--- config.mk ---
export PLATFORM = sky130hd
export DESIGN_NAME = dual_capture_compare_array
export DESIGN_NICKNAME = d
export VERILOG_FILES = /design/src/rtl/dual_capture_compare_array.v
export VERILOG_INCLUDE_DIRS = /design/src /design/src/rtl
export SDC_FILE = /design/constraint.sdc
export NUM_CORES = 2
export LEC_CHECK = 0
export BUFFER_PORTS_ARGS = -buffer_cell sky130_fd_sc_hd__clkbuf_2
export CAP_MARGIN = 25
export CORE_MARGIN = 10
export CORE_UTILIZATION = 46
export DETAILED_ROUTE_END_ITERATION = 16
export PLACE_DENSITY = 0.69
export SLEW_MARGIN = 30
export SYNTH_ARGS = -nofsm -noshare
export SYNTH_HDL_FRONTEND = slang
export SYNTH_SLANG_ARGS = --single-unit
--- constraint.sdc ---
create_clock -name MCLK -period 4.6 [get_ports MCLK]
set_clock_uncertainty 0.15 [all_clocks]
set_input_delay 0.46 -clock MCLK [delete_from_list [all_inputs] [get_ports MCLK]]
set_output_delay 0.46 -clock MCLK [all_outputs]
set_load 0.01 [all_outputs]
--- src/rtl/cca_defs.vh ---
// Constants for the dual capture/compare array: register map,
// field positions, mode codes and reset values.
// Assumes byte addresses on a 12-bit AXI4-Lite address bus.
`ifndef CCA_DEFS_VH
`define CCA_DEFS_VH

// Register map (byte addresses)
`define A_TMR_REGION 6'h00
`define A_CHV_REGION 5'h02
`define A_CHM_REGION 5'h04
`define A_STATUS 12'h300
`define A_MASK 12'h304

// Word offsets inside one timer slot of 16 bytes
`define TOFF_CTL 2'h0
`define TOFF_VAL 2'h1
`define TOFF_REL 2'h2
`define TOFF_NONE 2'h3

// Timer control fields
`define TC_SEL 2:0
`define TC_SRC 4:3
`define TC_RUN 5

// Timer count sources
`define SRC_PRE 2'h0
`define SRC_AUX 2'h1
`define SRC_EXT 2'h2

// Channel mode fields
`define CM_MODE 2:0
`define CM_EDGE 4:3
`define CM_TSEL 5

// Channel modes
`define MD_OFF 3'h0
`define MD_CAP 3'h1
`define MD_C0 3'h2
`define MD_C1 3'h3
`define MD_C2 3'h4
`define MD_C3 3'h5
`define MD_DBL 3'h6

// Prescaler: divisor for code 000, doubled per code step
`define PRE_BASE 10'h008
`define PRE_ONE 10'h001

// Reset values and the timer top count
`define RST_CTL 6'h00
`define RST_W16 16'h0000
`define RST_W32 32'h0000_0000
`define TMR_TOP 16'hFFFF

// AXI responses
`define RESP_OKAY 2'b00
`define RESP_SLVERR 2'b10

`endif

--- src/rtl/dual_capture_compare_array.v ---
// Two 16-channel capture/compare arrays with four reloadable timers,
// registers on an AXI4-Lite slave, one level interrupt output.
// Assumes MCLK is the only clock; AUX_OVF is a one-cycle pulse on MCLK,
// while CC_IN and EXT_COUNT are asynchronous pins.
`timescale 1ns/1ps
`default_nettype none
`include "cca_defs.vh"

// What this block does
// - Two arrays of 16 channels, each channel picks either timer of its pair.
// - Four 16-bit timers with reload registers, paired per array.
// - Timer counts on prescaled clock or auxiliary unit overflow pulse.
// - First timer of each pair can also count an external pin.
// - Three-bit select divides clock by 8, doubling per code up to 1024.
// - Each channel owns one pin; channels 24 to 27 never drive it.
// - Capture copies the assigned timer value into the channel register.
// - Every capture raises that channel's interrupt request.
// - Capture edge selectable: rising, falling or both.
// - Compare channels match stored value against assigned timer on each count of that timer.
// - Mode 0 raises request on every match, pin untouched.
// - Mode 1 toggles the pin on every match.
// - Mode 2 raises request only on first match per period.
// - Mode 3 sets pin on first match, timer overflow clears it.
// - Double mode: channel and its partner toggle one shared pin.
// - Reload zero gives a full 16-bit period at the chosen rate.
module dual_capture_compare_array #(
	parameter PRE_W = 10
) (
	// Clock and reset
	input wire MCLK,
	input wire SYS_RST,
	// AXI4-Lite register slave
	input wire [11:0] S_AXI_AWADDR,
	input wire S_AXI_AWVALID,
	output wire S_AXI_AWREADY,
	input wire [31:0] S_AXI_WDATA,
	input wire [3:0] S_AXI_WSTRB,
	input wire S_AXI_WVALID,
	output wire S_AXI_WREADY,
	output wire [1:0] S_AXI_BRESP,
	output wire S_AXI_BVALID,
	input wire S_AXI_BREADY,
	input wire [11:0] S_AXI_ARADDR,
	input wire S_AXI_ARVALID,
	output wire S_AXI_ARREADY,
	output wire [31:0] S_AXI_RDATA,
	output wire [1:0] S_AXI_RRESP,
	output wire S_AXI_RVALID,
	input wire S_AXI_RREADY,
	// Channel pins
	input wire [31:0] CC_IN,
	output wire [31:0] CC_OUT,
	output wire [31:0] CC_OE,
	// Timer count inputs
	input wire [1:0] EXT_COUNT,
	input wire AUX_OVF,
	// Interrupt
	output wire IRQ
);

	function [15:0] mrg16;
		input [15:0] o;
		input [15:0] d;
		input [1:0] s;
		begin
			mrg16 = {s[1] ? d[15:8] : o[15:8], s[0] ? d[7:0] : o[7:0]};
		end
	endfunction

	// Bus slave
	reg aw_q;
	reg w_q;
	reg b_q;
	reg r_q;
	reg [11:0] awa_q;
	reg [31:0] wd_q;
	reg [31:0] rdata_q;
	reg [3:0] ws_q;
	reg [1:0] bresp_q;
	reg [1:0] rresp_q;
	reg [31:0] rd;
	reg rok;
	reg wok;
	wire wdo = aw_q && w_q && !b_q;
	// Reads answer one cycle after the address, with no wait states
	wire rdo = S_AXI_ARVALID && !r_q;
	assign S_AXI_AWREADY = !aw_q && !b_q;
	assign S_AXI_WREADY = !w_q && !b_q;
	assign S_AXI_ARREADY = !r_q;
	assign S_AXI_BVALID = b_q;
	assign S_AXI_BRESP = bresp_q;
	assign S_AXI_RVALID = r_q;
	assign S_AXI_RDATA = rdata_q;
	assign S_AXI_RRESP = rresp_q;

	wire wt = wdo && awa_q[11:6] == `A_TMR_REGION;
	wire wcv = wdo && awa_q[11:7] == `A_CHV_REGION;
	wire wcm = wdo && awa_q[11:7] == `A_CHM_REGION;
	wire wmk = wdo && awa_q == `A_MASK;

	// Shared timebase state
	reg [PRE_W-1:0] pre_q;
	reg [1:0] e1_q;
	reg [1:0] e2_q;
	reg [1:0] e3_q;
	reg [31:0] p1_q;
	reg [31:0] p2_q;
	reg [31:0] p3_q;
	reg [31:0] st_q;
	reg [31:0] mk_q;
	// Edges come from stages two and three, never from the first
	wire [1:0] e_rise = e2_q & ~e3_q;
	wire [31:0] p_rise = p2_q & ~p3_q;
	wire [31:0] p_fall = ~p2_q & p3_q;

	wire [63:0] tval_f, trel_f;
	wire [23:0] tctl_f;
	wire [3:0] tupd, tovf;
	wire [511:0] cv_f;
	wire [191:0] cm_f;
	wire [31:0] evt;
	wire [31:0] tog;
	wire [31:0] dbl;
	wire [31:0] oem;
	wire [31:0] set3;
	wire [31:0] clr3;

	always @(posedge MCLK) begin
		if (SYS_RST) begin
			pre_q <= {PRE_W{1'b0}};
			e1_q <= 2'h0;
			e2_q <= 2'h0;
			e3_q <= 2'h0;
			p1_q <= `RST_W32;
			p2_q <= `RST_W32;
			p3_q <= `RST_W32;
		end else begin
			pre_q <= pre_q + {{(PRE_W-1){1'b0}}, 1'b1};
			// Pins are asynchronous, so two stages before any edge logic
			e1_q <= EXT_COUNT;
			e2_q <= e1_q;
			e3_q <= e2_q;
			p1_q <= CC_IN;
			p2_q <= p1_q;
			p3_q <= p2_q;
		end
	end

	genvar t, c;
	generate
		for (t = 0; t < 4; t = t + 1) begin : tm
			localparam [1:0] TI = t;
			localparam HAS_EXT = (t % 2 == 0);
			reg [5:0] ctl_q;
			reg [15:0] val_q, rel_q;
			reg upd_q, ovf_q;
			// Code 111 shifts past ten bits to zero; minus one masks 1023
			wire [9:0] pm = (`PRE_BASE << ctl_q[`TC_SEL]) - `PRE_ONE;
			wire pre_tick = (pre_q[9:0] & pm) == pm;
			wire ext_tick = HAS_EXT ? e_rise[t/2] : 1'b0;
			wire [1:0] src = ctl_q[`TC_SRC];
			wire tick = ctl_q[`TC_RUN] &&
				((src == `SRC_PRE && pre_tick) ||
				(src == `SRC_AUX && AUX_OVF) ||
				(src == `SRC_EXT && ext_tick));
			wire ws = wt && awa_q[5:4] == TI;
			always @(posedge MCLK) begin
				if (SYS_RST) begin
					ctl_q <= `RST_CTL;
					val_q <= `RST_W16;
					rel_q <= `RST_W16;
					upd_q <= 1'b0;
					ovf_q <= 1'b0;
				end else begin
					upd_q <= 1'b0;
					ovf_q <= 1'b0;
					if (ws && awa_q[3:2] == `TOFF_CTL && ws_q[0])
						ctl_q <= wd_q[5:0];
					if (ws && awa_q[3:2] == `TOFF_REL)
						rel_q <= mrg16(rel_q, wd_q[15:0], ws_q[1:0]);
					// Software write wins over a count in the same cycle
					if (ws && awa_q[3:2] == `TOFF_VAL) begin
						val_q <= mrg16(val_q, wd_q[15:0], ws_q[1:0]);
					end else if (tick) begin
						upd_q <= 1'b1;
						if (val_q == `TMR_TOP) begin
							val_q <= rel_q;
							ovf_q <= 1'b1;
						end else begin
							val_q <= val_q + 16'h0001;
						end
					end
				end
			end
			assign tval_f[16*t +: 16] = val_q;
			assign trel_f[16*t +: 16] = rel_q;
			assign tctl_f[6*t +: 6] = ctl_q;
			assign tupd[t] = upd_q;
			assign tovf[t] = ovf_q;
		end

		for (c = 0; c < 32; c = c + 1) begin : ch
			localparam [4:0] CI = c;
			localparam TB = 2 * (c / 16);
			// These four pins stay inputs whatever the mode
			localparam NO_DRV = (c >= 24) && (c <= 27);
			reg [15:0] v_q;
			reg [5:0] m_q;
			reg fired_q, out_q;
			wire [2:0] md = m_q[`CM_MODE];
			wire [1:0] eg = m_q[`CM_EDGE];
			wire ts = m_q[`CM_TSEL];
			wire [15:0] tv = ts ? tval_f[16*(TB+1) +: 16] :
				tval_f[16*TB +: 16];
			wire upd = ts ? tupd[TB+1] : tupd[TB];
			wire ovf = ts ? tovf[TB+1] : tovf[TB];
			wire cap = md == `MD_CAP &&
				((eg[0] && p_rise[c]) || (eg[1] && p_fall[c]));
			wire hit = upd && tv == v_q;
			// A match in the boundary cycle belongs to the new period
			wire once = !(fired_q && !ovf);
			wire m0 = md == `MD_C0 && hit;
			wire m2 = md == `MD_C2 && hit && once;
			wire m3 = md == `MD_C3 && hit && once;
			wire wsel = awa_q[6:2] == CI;
			assign evt[c] = cap || m0 || m2;
			assign tog[c] = hit && (md == `MD_C1 || md == `MD_DBL);
			assign dbl[c] = md == `MD_DBL;
			assign oem[c] = md == `MD_C1 || md == `MD_C3 || md == `MD_DBL;
			assign set3[c] = m3;
			assign clr3[c] = md == `MD_C3 && ovf;
			always @(posedge MCLK) begin
				if (SYS_RST) begin
					v_q <= `RST_W16;
					m_q <= `RST_CTL;
					fired_q <= 1'b0;
				end else begin
					if (cap)
						v_q <= tv;
					else if (wcv && wsel)
						v_q <= mrg16(v_q, wd_q[15:0], ws_q[1:0]);
					if (wcm && wsel && ws_q[0])
						m_q <= wd_q[5:0];
					// Set wins over a mode write or boundary in one cycle
					if (m2 || m3)
						fired_q <= 1'b1;
					else if (wcm && wsel)
						fired_q <= 1'b0;
					else if (ovf)
						fired_q <= 1'b0;
				end
			end
			assign cv_f[16*c +: 16] = v_q;
			assign cm_f[6*c +: 6] = m_q;

			// Pin side: lower eight of each array share with c+8
			wire ptog, pdbl;
			if ((c % 16) < 8) begin : pr
				assign ptog = tog[c] ^ (tog[c+8] && dbl[c+8]);
				assign pdbl = dbl[c+8];
			end else begin : np
				assign ptog = tog[c] && !dbl[c];
				assign pdbl = 1'b0;
			end
			always @(posedge MCLK) begin
				if (SYS_RST)
					out_q <= 1'b0;
				else if (set3[c])
					out_q <= 1'b1;
				else if (clr3[c])
					out_q <= 1'b0;
				else if (ptog)
					out_q <= ~out_q;
			end
			assign CC_OUT[c] = NO_DRV ? 1'b0 : out_q;
			// Upper partner in double mode gives its pin back as input
			assign CC_OE[c] = NO_DRV ? 1'b0 :
				((oem[c] && !(pdbl == 1'b0 && (c % 16) >= 8 &&
				dbl[c])) || pdbl);
		end
	endgenerate

	// Status and mask: a read of status clears it, a new event wins
	wire rd_st = rdo && S_AXI_ARADDR == `A_STATUS;
	always @(posedge MCLK) begin
		if (SYS_RST) begin
			st_q <= `RST_W32;
			mk_q <= `RST_W32;
		end else begin
			st_q <= (rd_st ? `RST_W32 : st_q) | evt;
			if (wmk)
				mk_q <= {mrg16(mk_q[31:16], wd_q[31:16], ws_q[3:2]),
					mrg16(mk_q[15:0], wd_q[15:0], ws_q[1:0])};
		end
	end
	// Level output: stays high until software reads status or masks
	assign IRQ = |(st_q & mk_q);

	// Read decode; unmapped addresses answer SLVERR with zero data
	wire [11:0] ra = S_AXI_ARADDR;
	always @* begin
		rd = `RST_W32;
		rok = 1'b1;
		if (ra[11:6] == `A_TMR_REGION) begin
			case (ra[3:2])
				`TOFF_CTL: rd = {26'h000_0000, tctl_f[6*ra[5:4] +: 6]};
				`TOFF_VAL: rd = {16'h0000, tval_f[16*ra[5:4] +: 16]};
				`TOFF_REL: rd = {16'h0000, trel_f[16*ra[5:4] +: 16]};
				default: rok = 1'b0;
			endcase
		end else if (ra[11:7] == `A_CHV_REGION) begin
			rd = {16'h0000, cv_f[16*ra[6:2] +: 16]};
		end else if (ra[11:7] == `A_CHM_REGION) begin
			rd = {26'h000_0000, cm_f[6*ra[6:2] +: 6]};
		end else if (ra == `A_STATUS) begin
			rd = st_q;
		end else if (ra == `A_MASK) begin
			rd = mk_q;
		end else begin
			rok = 1'b0;
		end
	end

	// Status takes writes with OKAY and ignores the data
	always @* begin
		wok = wcv || wcm || wmk || awa_q == `A_STATUS ||
			(wt && awa_q[3:2] != `TOFF_NONE);
	end

	always @(posedge MCLK) begin
		if (SYS_RST) begin
			aw_q <= 1'b0;
			w_q <= 1'b0;
			b_q <= 1'b0;
			r_q <= 1'b0;
			awa_q <= 12'h000;
			wd_q <= `RST_W32;
			ws_q <= 4'h0;
			bresp_q <= `RESP_OKAY;
			rresp_q <= `RESP_OKAY;
			rdata_q <= `RST_W32;
		end else begin
			if (S_AXI_AWVALID && !aw_q && !b_q) begin
				aw_q <= 1'b1;
				awa_q <= S_AXI_AWADDR;
			end
			if (S_AXI_WVALID && !w_q && !b_q) begin
				w_q <= 1'b1;
				wd_q <= S_AXI_WDATA;
				ws_q <= S_AXI_WSTRB;
			end
			if (wdo) begin
				aw_q <= 1'b0;
				w_q <= 1'b0;
				b_q <= 1'b1;
				bresp_q <= wok ? `RESP_OKAY : `RESP_SLVERR;
			end else if (b_q && S_AXI_BREADY) begin
				b_q <= 1'b0;
			end
			if (rdo) begin
				r_q <= 1'b1;
				rdata_q <= rd;
				rresp_q <= rok ? `RESP_OKAY : `RESP_SLVERR;
			end else if (r_q && S_AXI_RREADY) begin
				r_q <= 1'b0;
			end
		end
	end

endmodule
`default_nettype wire

==> results summary <==
The number of instances in the synthesized netlist is 8602. Across the VDD grid, the largest voltage drop is 366 uV. On the worst path, the slowest cell contributes a delay of 0.97 ns. In this run, CTS created clock tree buffers numbering 136. The share of the synthesized area in the top cell type came out at 32.8%. During placement, the flow inserted port buffers numbering 197.

The number of warnings reported in the yosys synthesis log came out at 0. The setup TNS after final layout came out at 0 ns. The share of total power dissipated in the clock network is 49.8%.

The number of buffer and inverter stages on the critical path is 0. Subtracting the final worst setup slack from the clock period gives 3.94 ns. In this run the deepest clock path goes through 3 buffers. Of the synthesized area, sequential elements account for 32.8%. The count of nets after finishing is 8655.

The floorplan core area is 156000 sq um. The worst-path maximum fanout came out at 16. The per-cell routed wire length is 30.9 um. The worst endpoint data arrival time is 4.52 ns. Clock latency on the worst-skew pair, taken at its later pin, is 0.81 ns. The worst pin sits at a relative slew slack of 22.9%. The proportion of total power due to net switching is 25.4%. The die covers 174000 sq um. The number of fill cells came out at 14100. The power density relative to cell area came out at 291 nW/um^2.

The portion of total power attributed to combinational logic is 5.6%. The initial antenna violation count is 37. The slew at the pin with the worst max-slew slack is 1.15 ns. By startpoint and endpoint, the worst setup path is classified as reg -> reg. The worst hold path belongs to the class in -> reg. The final period utilization is 85.7%. The post-route worst hold slack came out at 0.106 ns.

Once detail routing completed, the nets flagged for antenna violations numbered 0. The count of TritonRoute iterations in the first routing pass is 7. The CTS tree is done. 208 I/O pins were placed.

On the critical path the largest part of the delay comes from simple AND/OR/NAND/NOR gates. The post-CTS setup repair buffer count came out at 0. The worst setup path is launched from a flop.

OpenSTA, run right after detailed placement, puts the worst setup slack at 0.861 ns. Among all flip-flop cells after synthesis, the most frequent one is sky130_fd_sc_hd__dfxtp_1. The total of cells resized after clock tree synthesis came out at 0. The DRC marker count from the first detailed-route iteration came out at 11500. sky130_fd_sc_hd__dfxtp_1 is the most common cell in the netlist.

The fraction of layout instances using a drive strength above 1 is 14.0%. The highest-delay cell along the critical path is sky130_fd_sc_hd__dfxtp_1. A synthesized cell averages 8.41 sq um. The sequential share of power is 44.7%.

The width of the chip is 417 um. The clock sink count came out at 1186. sky130_fd_sc_hd__dfxtp_1 takes more of the synthesized area than any other cell.

The total global-route track usage came out at 36.3%. The static leakage came out at 26.6 nW. The count of maximum capacitance violations came out at 0. Across the whole layout, storage elements account for 23800 sq um. The commonest cells after synthesis are 1186 x sky130_fd_sc_hd__dfxtp_1, 1095 x sky130_fd_sc_hd__nor2_1, 835 x sky130_fd_sc_hd__a21oi_1. The net switching power of the design is 6.03 mW.

By area the synthesized netlist is led by sky130_fd_sc_hd__dfxtp_1 33%, sky130_fd_sc_hd__mux2i_1 9.6%, sky130_fd_sc_hd__mux4_2 8.0%, sky130_fd_sc_hd__a211oi_1 6.1%, sky130_fd_sc_hd__a21oi_1 5.8%. The synthesized flop and latch total came out at 1186. The die boundary height is 417 um. The global-route congestion overflow total is 0. The number of placement rows is 145. The cell at the root of the clock tree is sky130_fd_sc_hd__clkbuf_16. The final count of negative-setup-slack endpoints is 0. The clock-pin slew of the registers on the worst-case setup and hold paths came out at 0.06 ns. For this configuration, the core starts out at a cell density of 46.3%. The standard cell area after detailed placement came out at 75700 sq um. The average via count per standard cell came out at 6.80. The number of failing hold endpoints at the final stage came out at 0.

The DRC violation count after routing is 0. In this design, the critical path's most frequently occurring cell is sky130_fd_sc_hd__mux2i_1. The internal power is 17.7 mW. The maximum level of the CTS H-tree came out at 4. The area of the mapped netlist is 72400 sq um. Setup repair after global routing left no endpoint under its margin. The worst setup path is captured at a flop. The final weighted congestion in routability-driven placement came out at 1.06. The number of distinct library cells after synthesis is 88. Yosys mapped a number of flops with a built-in enable equal to 0. The flow ran to the end, and the final reports show no timing, DRC or antenna violations. At the worst endpoint, the required time is 5.18 ns. Once layout is done, the placed cells without fillers occupy 81500 sq um. Relative to the synthesized area, the layout overhead comes to 12.7%.

The via count of the first global-routing pass came out at 68700. The HPWL reported at the end of detailed placement came out at 232000 um. Summing all multi-input logic gate instances after layout gives 45100 sq um. The final critical-path setup slack is 0.657 ns. The global-route wire length before repair came out at 474000 um.

The final layout contains routed wiring with a total length of 331000 um. The signal on the critical path passes through mux2i_1 -> xnor2_1 -> nor4_1 -> nand3_1 -> nor3_2 -> mux2i_1 -> a211o_1 -> a21oi_1. The share of async-settable or async-resettable flops after synthesis is 0%. The largest net degree at the start of global routing is 179. For this block, the via count after detailed routing is 73000. The max-slew violation count is 0. The peak clock frequency supported by timing is 0.254 GHz.
-- metrics by stage --
stage | power (mW) | utilization [%] | cells
final | 23.7 | 52.1 | 10700
after global routing | 24.1 | 52.1 | 10700
after CTS | 23.6 | 52.1 | 10700
after detailed placement | 12.0 | 48.4 | 10400
after global placement | 11.9 | 48.4 | 10400
after floorplan | 11.4 | - | 8611
-- area by class of cell --
type	instances	share of cell area [%]
Antenna cell	18	0.0552
Clock buffer	188	4.68
Clock inverter	57	1.12
Inverter	73	0.336
Multi-Input combinational cell	6473	55.3
Sequential cell	1186	29.2
Tap cell	2058	3.16
Timing Repair Buffer	670	6.19
-- power groups by stage --
stage / registers [mW] / logic, mW / clock network [mW]
after global routing: 10.6 / 1.35 / 12.2
after global placement: 10.8 / 1.14 / 0
after CTS: 10.6 / 1.25 / 11.8
final: 10.6 / 1.32 / 11.8
after floorplan: 10.6 / 0.777 / 0
after detailed placement: 10.8 / 1.17 / 0
-- logic make-up (layout without fill, tap and decap cells) --
logic type,count (synthesis),after routing,synth area share (%)
adder cells (fa/ha/maj),13,13,0.225
multiplexers,1005,1005,18.5
flip-flops,1186,1186,32.8
AO/OA/AOI/OAI,2157,2157,18.8
XOR/XNOR,582,582,7.04
other,1,28,0.00518
buffers and inverters,952,988,5.27
AND/OR/NAND/NOR,2706,2706,17.4
-- worst paths after layout --
check                                  from                       end  slack [ns]  cells after the start
hold / removal                S_AXI_AWVALID     awa_q[1]$_SDFFE_PP0P_        0.11                      4
setup / recovery  ch[2].m_q[5]$_SDFFE_PP0P_  ch[2].out_q$_SDFFE_PP0P_        0.66                      8
setup reg to reg  ch[2].m_q[5]$_SDFFE_PP0P_  ch[2].out_q$_SDFFE_PP0P_        0.66                      8
hold reg to reg         p1_q[11]$_SDFF_PP0_       p2_q[11]$_SDFF_PP0_        0.28                      1
-- sequential cells by signal (all words and copies together) (netlist names), 64 cells and up --
signal    count
ch.m_q      192
tm.rel_q     64
tm.val_q     64
ch.v_q      512
-- per-layer routing --
layer,share of wire [%],routed length (um),up-vias,global-route usage [%]
li1,-,-,30800,-
met1,34,111000,34500,41.8
met2,41,136000,5928,53.3
met3,15,48400,1745,13.4
met4,11,34900,28,30.4
met5,0.10,332,-,0.778
-- cell usage in the layout, fill, tap and decap left out, types with 51 or more instances in the layout --
master                          instances
sky130_fd_sc_hd__dfxtp_1             1160
sky130_fd_sc_hd__nor2_1              1086
sky130_fd_sc_hd__a21oi_1              821
sky130_fd_sc_hd__mux2i_1              693
sky130_fd_sc_hd__nand2_1              640
sky130_fd_sc_hd__a211oi_1             584
sky130_fd_sc_hd__xnor2_1              445
sky130_fd_sc_hd__buf_4                352
sky130_fd_sc_hd__o21ai_0              309
sky130_fd_sc_hd__mux4_2               258
sky130_fd_sc_hd__nor2b_1              254
sky130_fd_sc_hd__clkbuf_2             192
sky130_fd_sc_hd__nand3_1              155
sky130_fd_sc_hd__xor2_1               137
sky130_fd_sc_hd__clkbuf_16            137
sky130_fd_sc_hd__nor4_1               119
sky130_fd_sc_hd__dlygate4sd3_1        105
sky130_fd_sc_hd__a221oi_1              89
sky130_fd_sc_hd__and3_1                79
sky130_fd_sc_hd__nand2b_1              72
sky130_fd_sc_hd__a311oi_1              72
sky130_fd_sc_hd__inv_1                 71
sky130_fd_sc_hd__nor3_1                67
sky130_fd_sc_hd__o211ai_1              61
sky130_fd_sc_hd__nand3b_1              51
-- tightest hold or removal path: stages --
cell and delay [ns]:
sky130_fd_sc_hd__clkbuf_2 0.09, sky130_fd_sc_hd__and2_1 0.26, sky130_fd_sc_hd__nand2_1 0.13, sky130_fd_sc_hd__a21oi_1 0.05
-- repair_timing --
action,CTS,global route
hold endpoints to repair,107,0
endpoints found under the setup margin,0,0
hold buffers,105,0
Note: power is estimated with default switching activity, not from simulation.
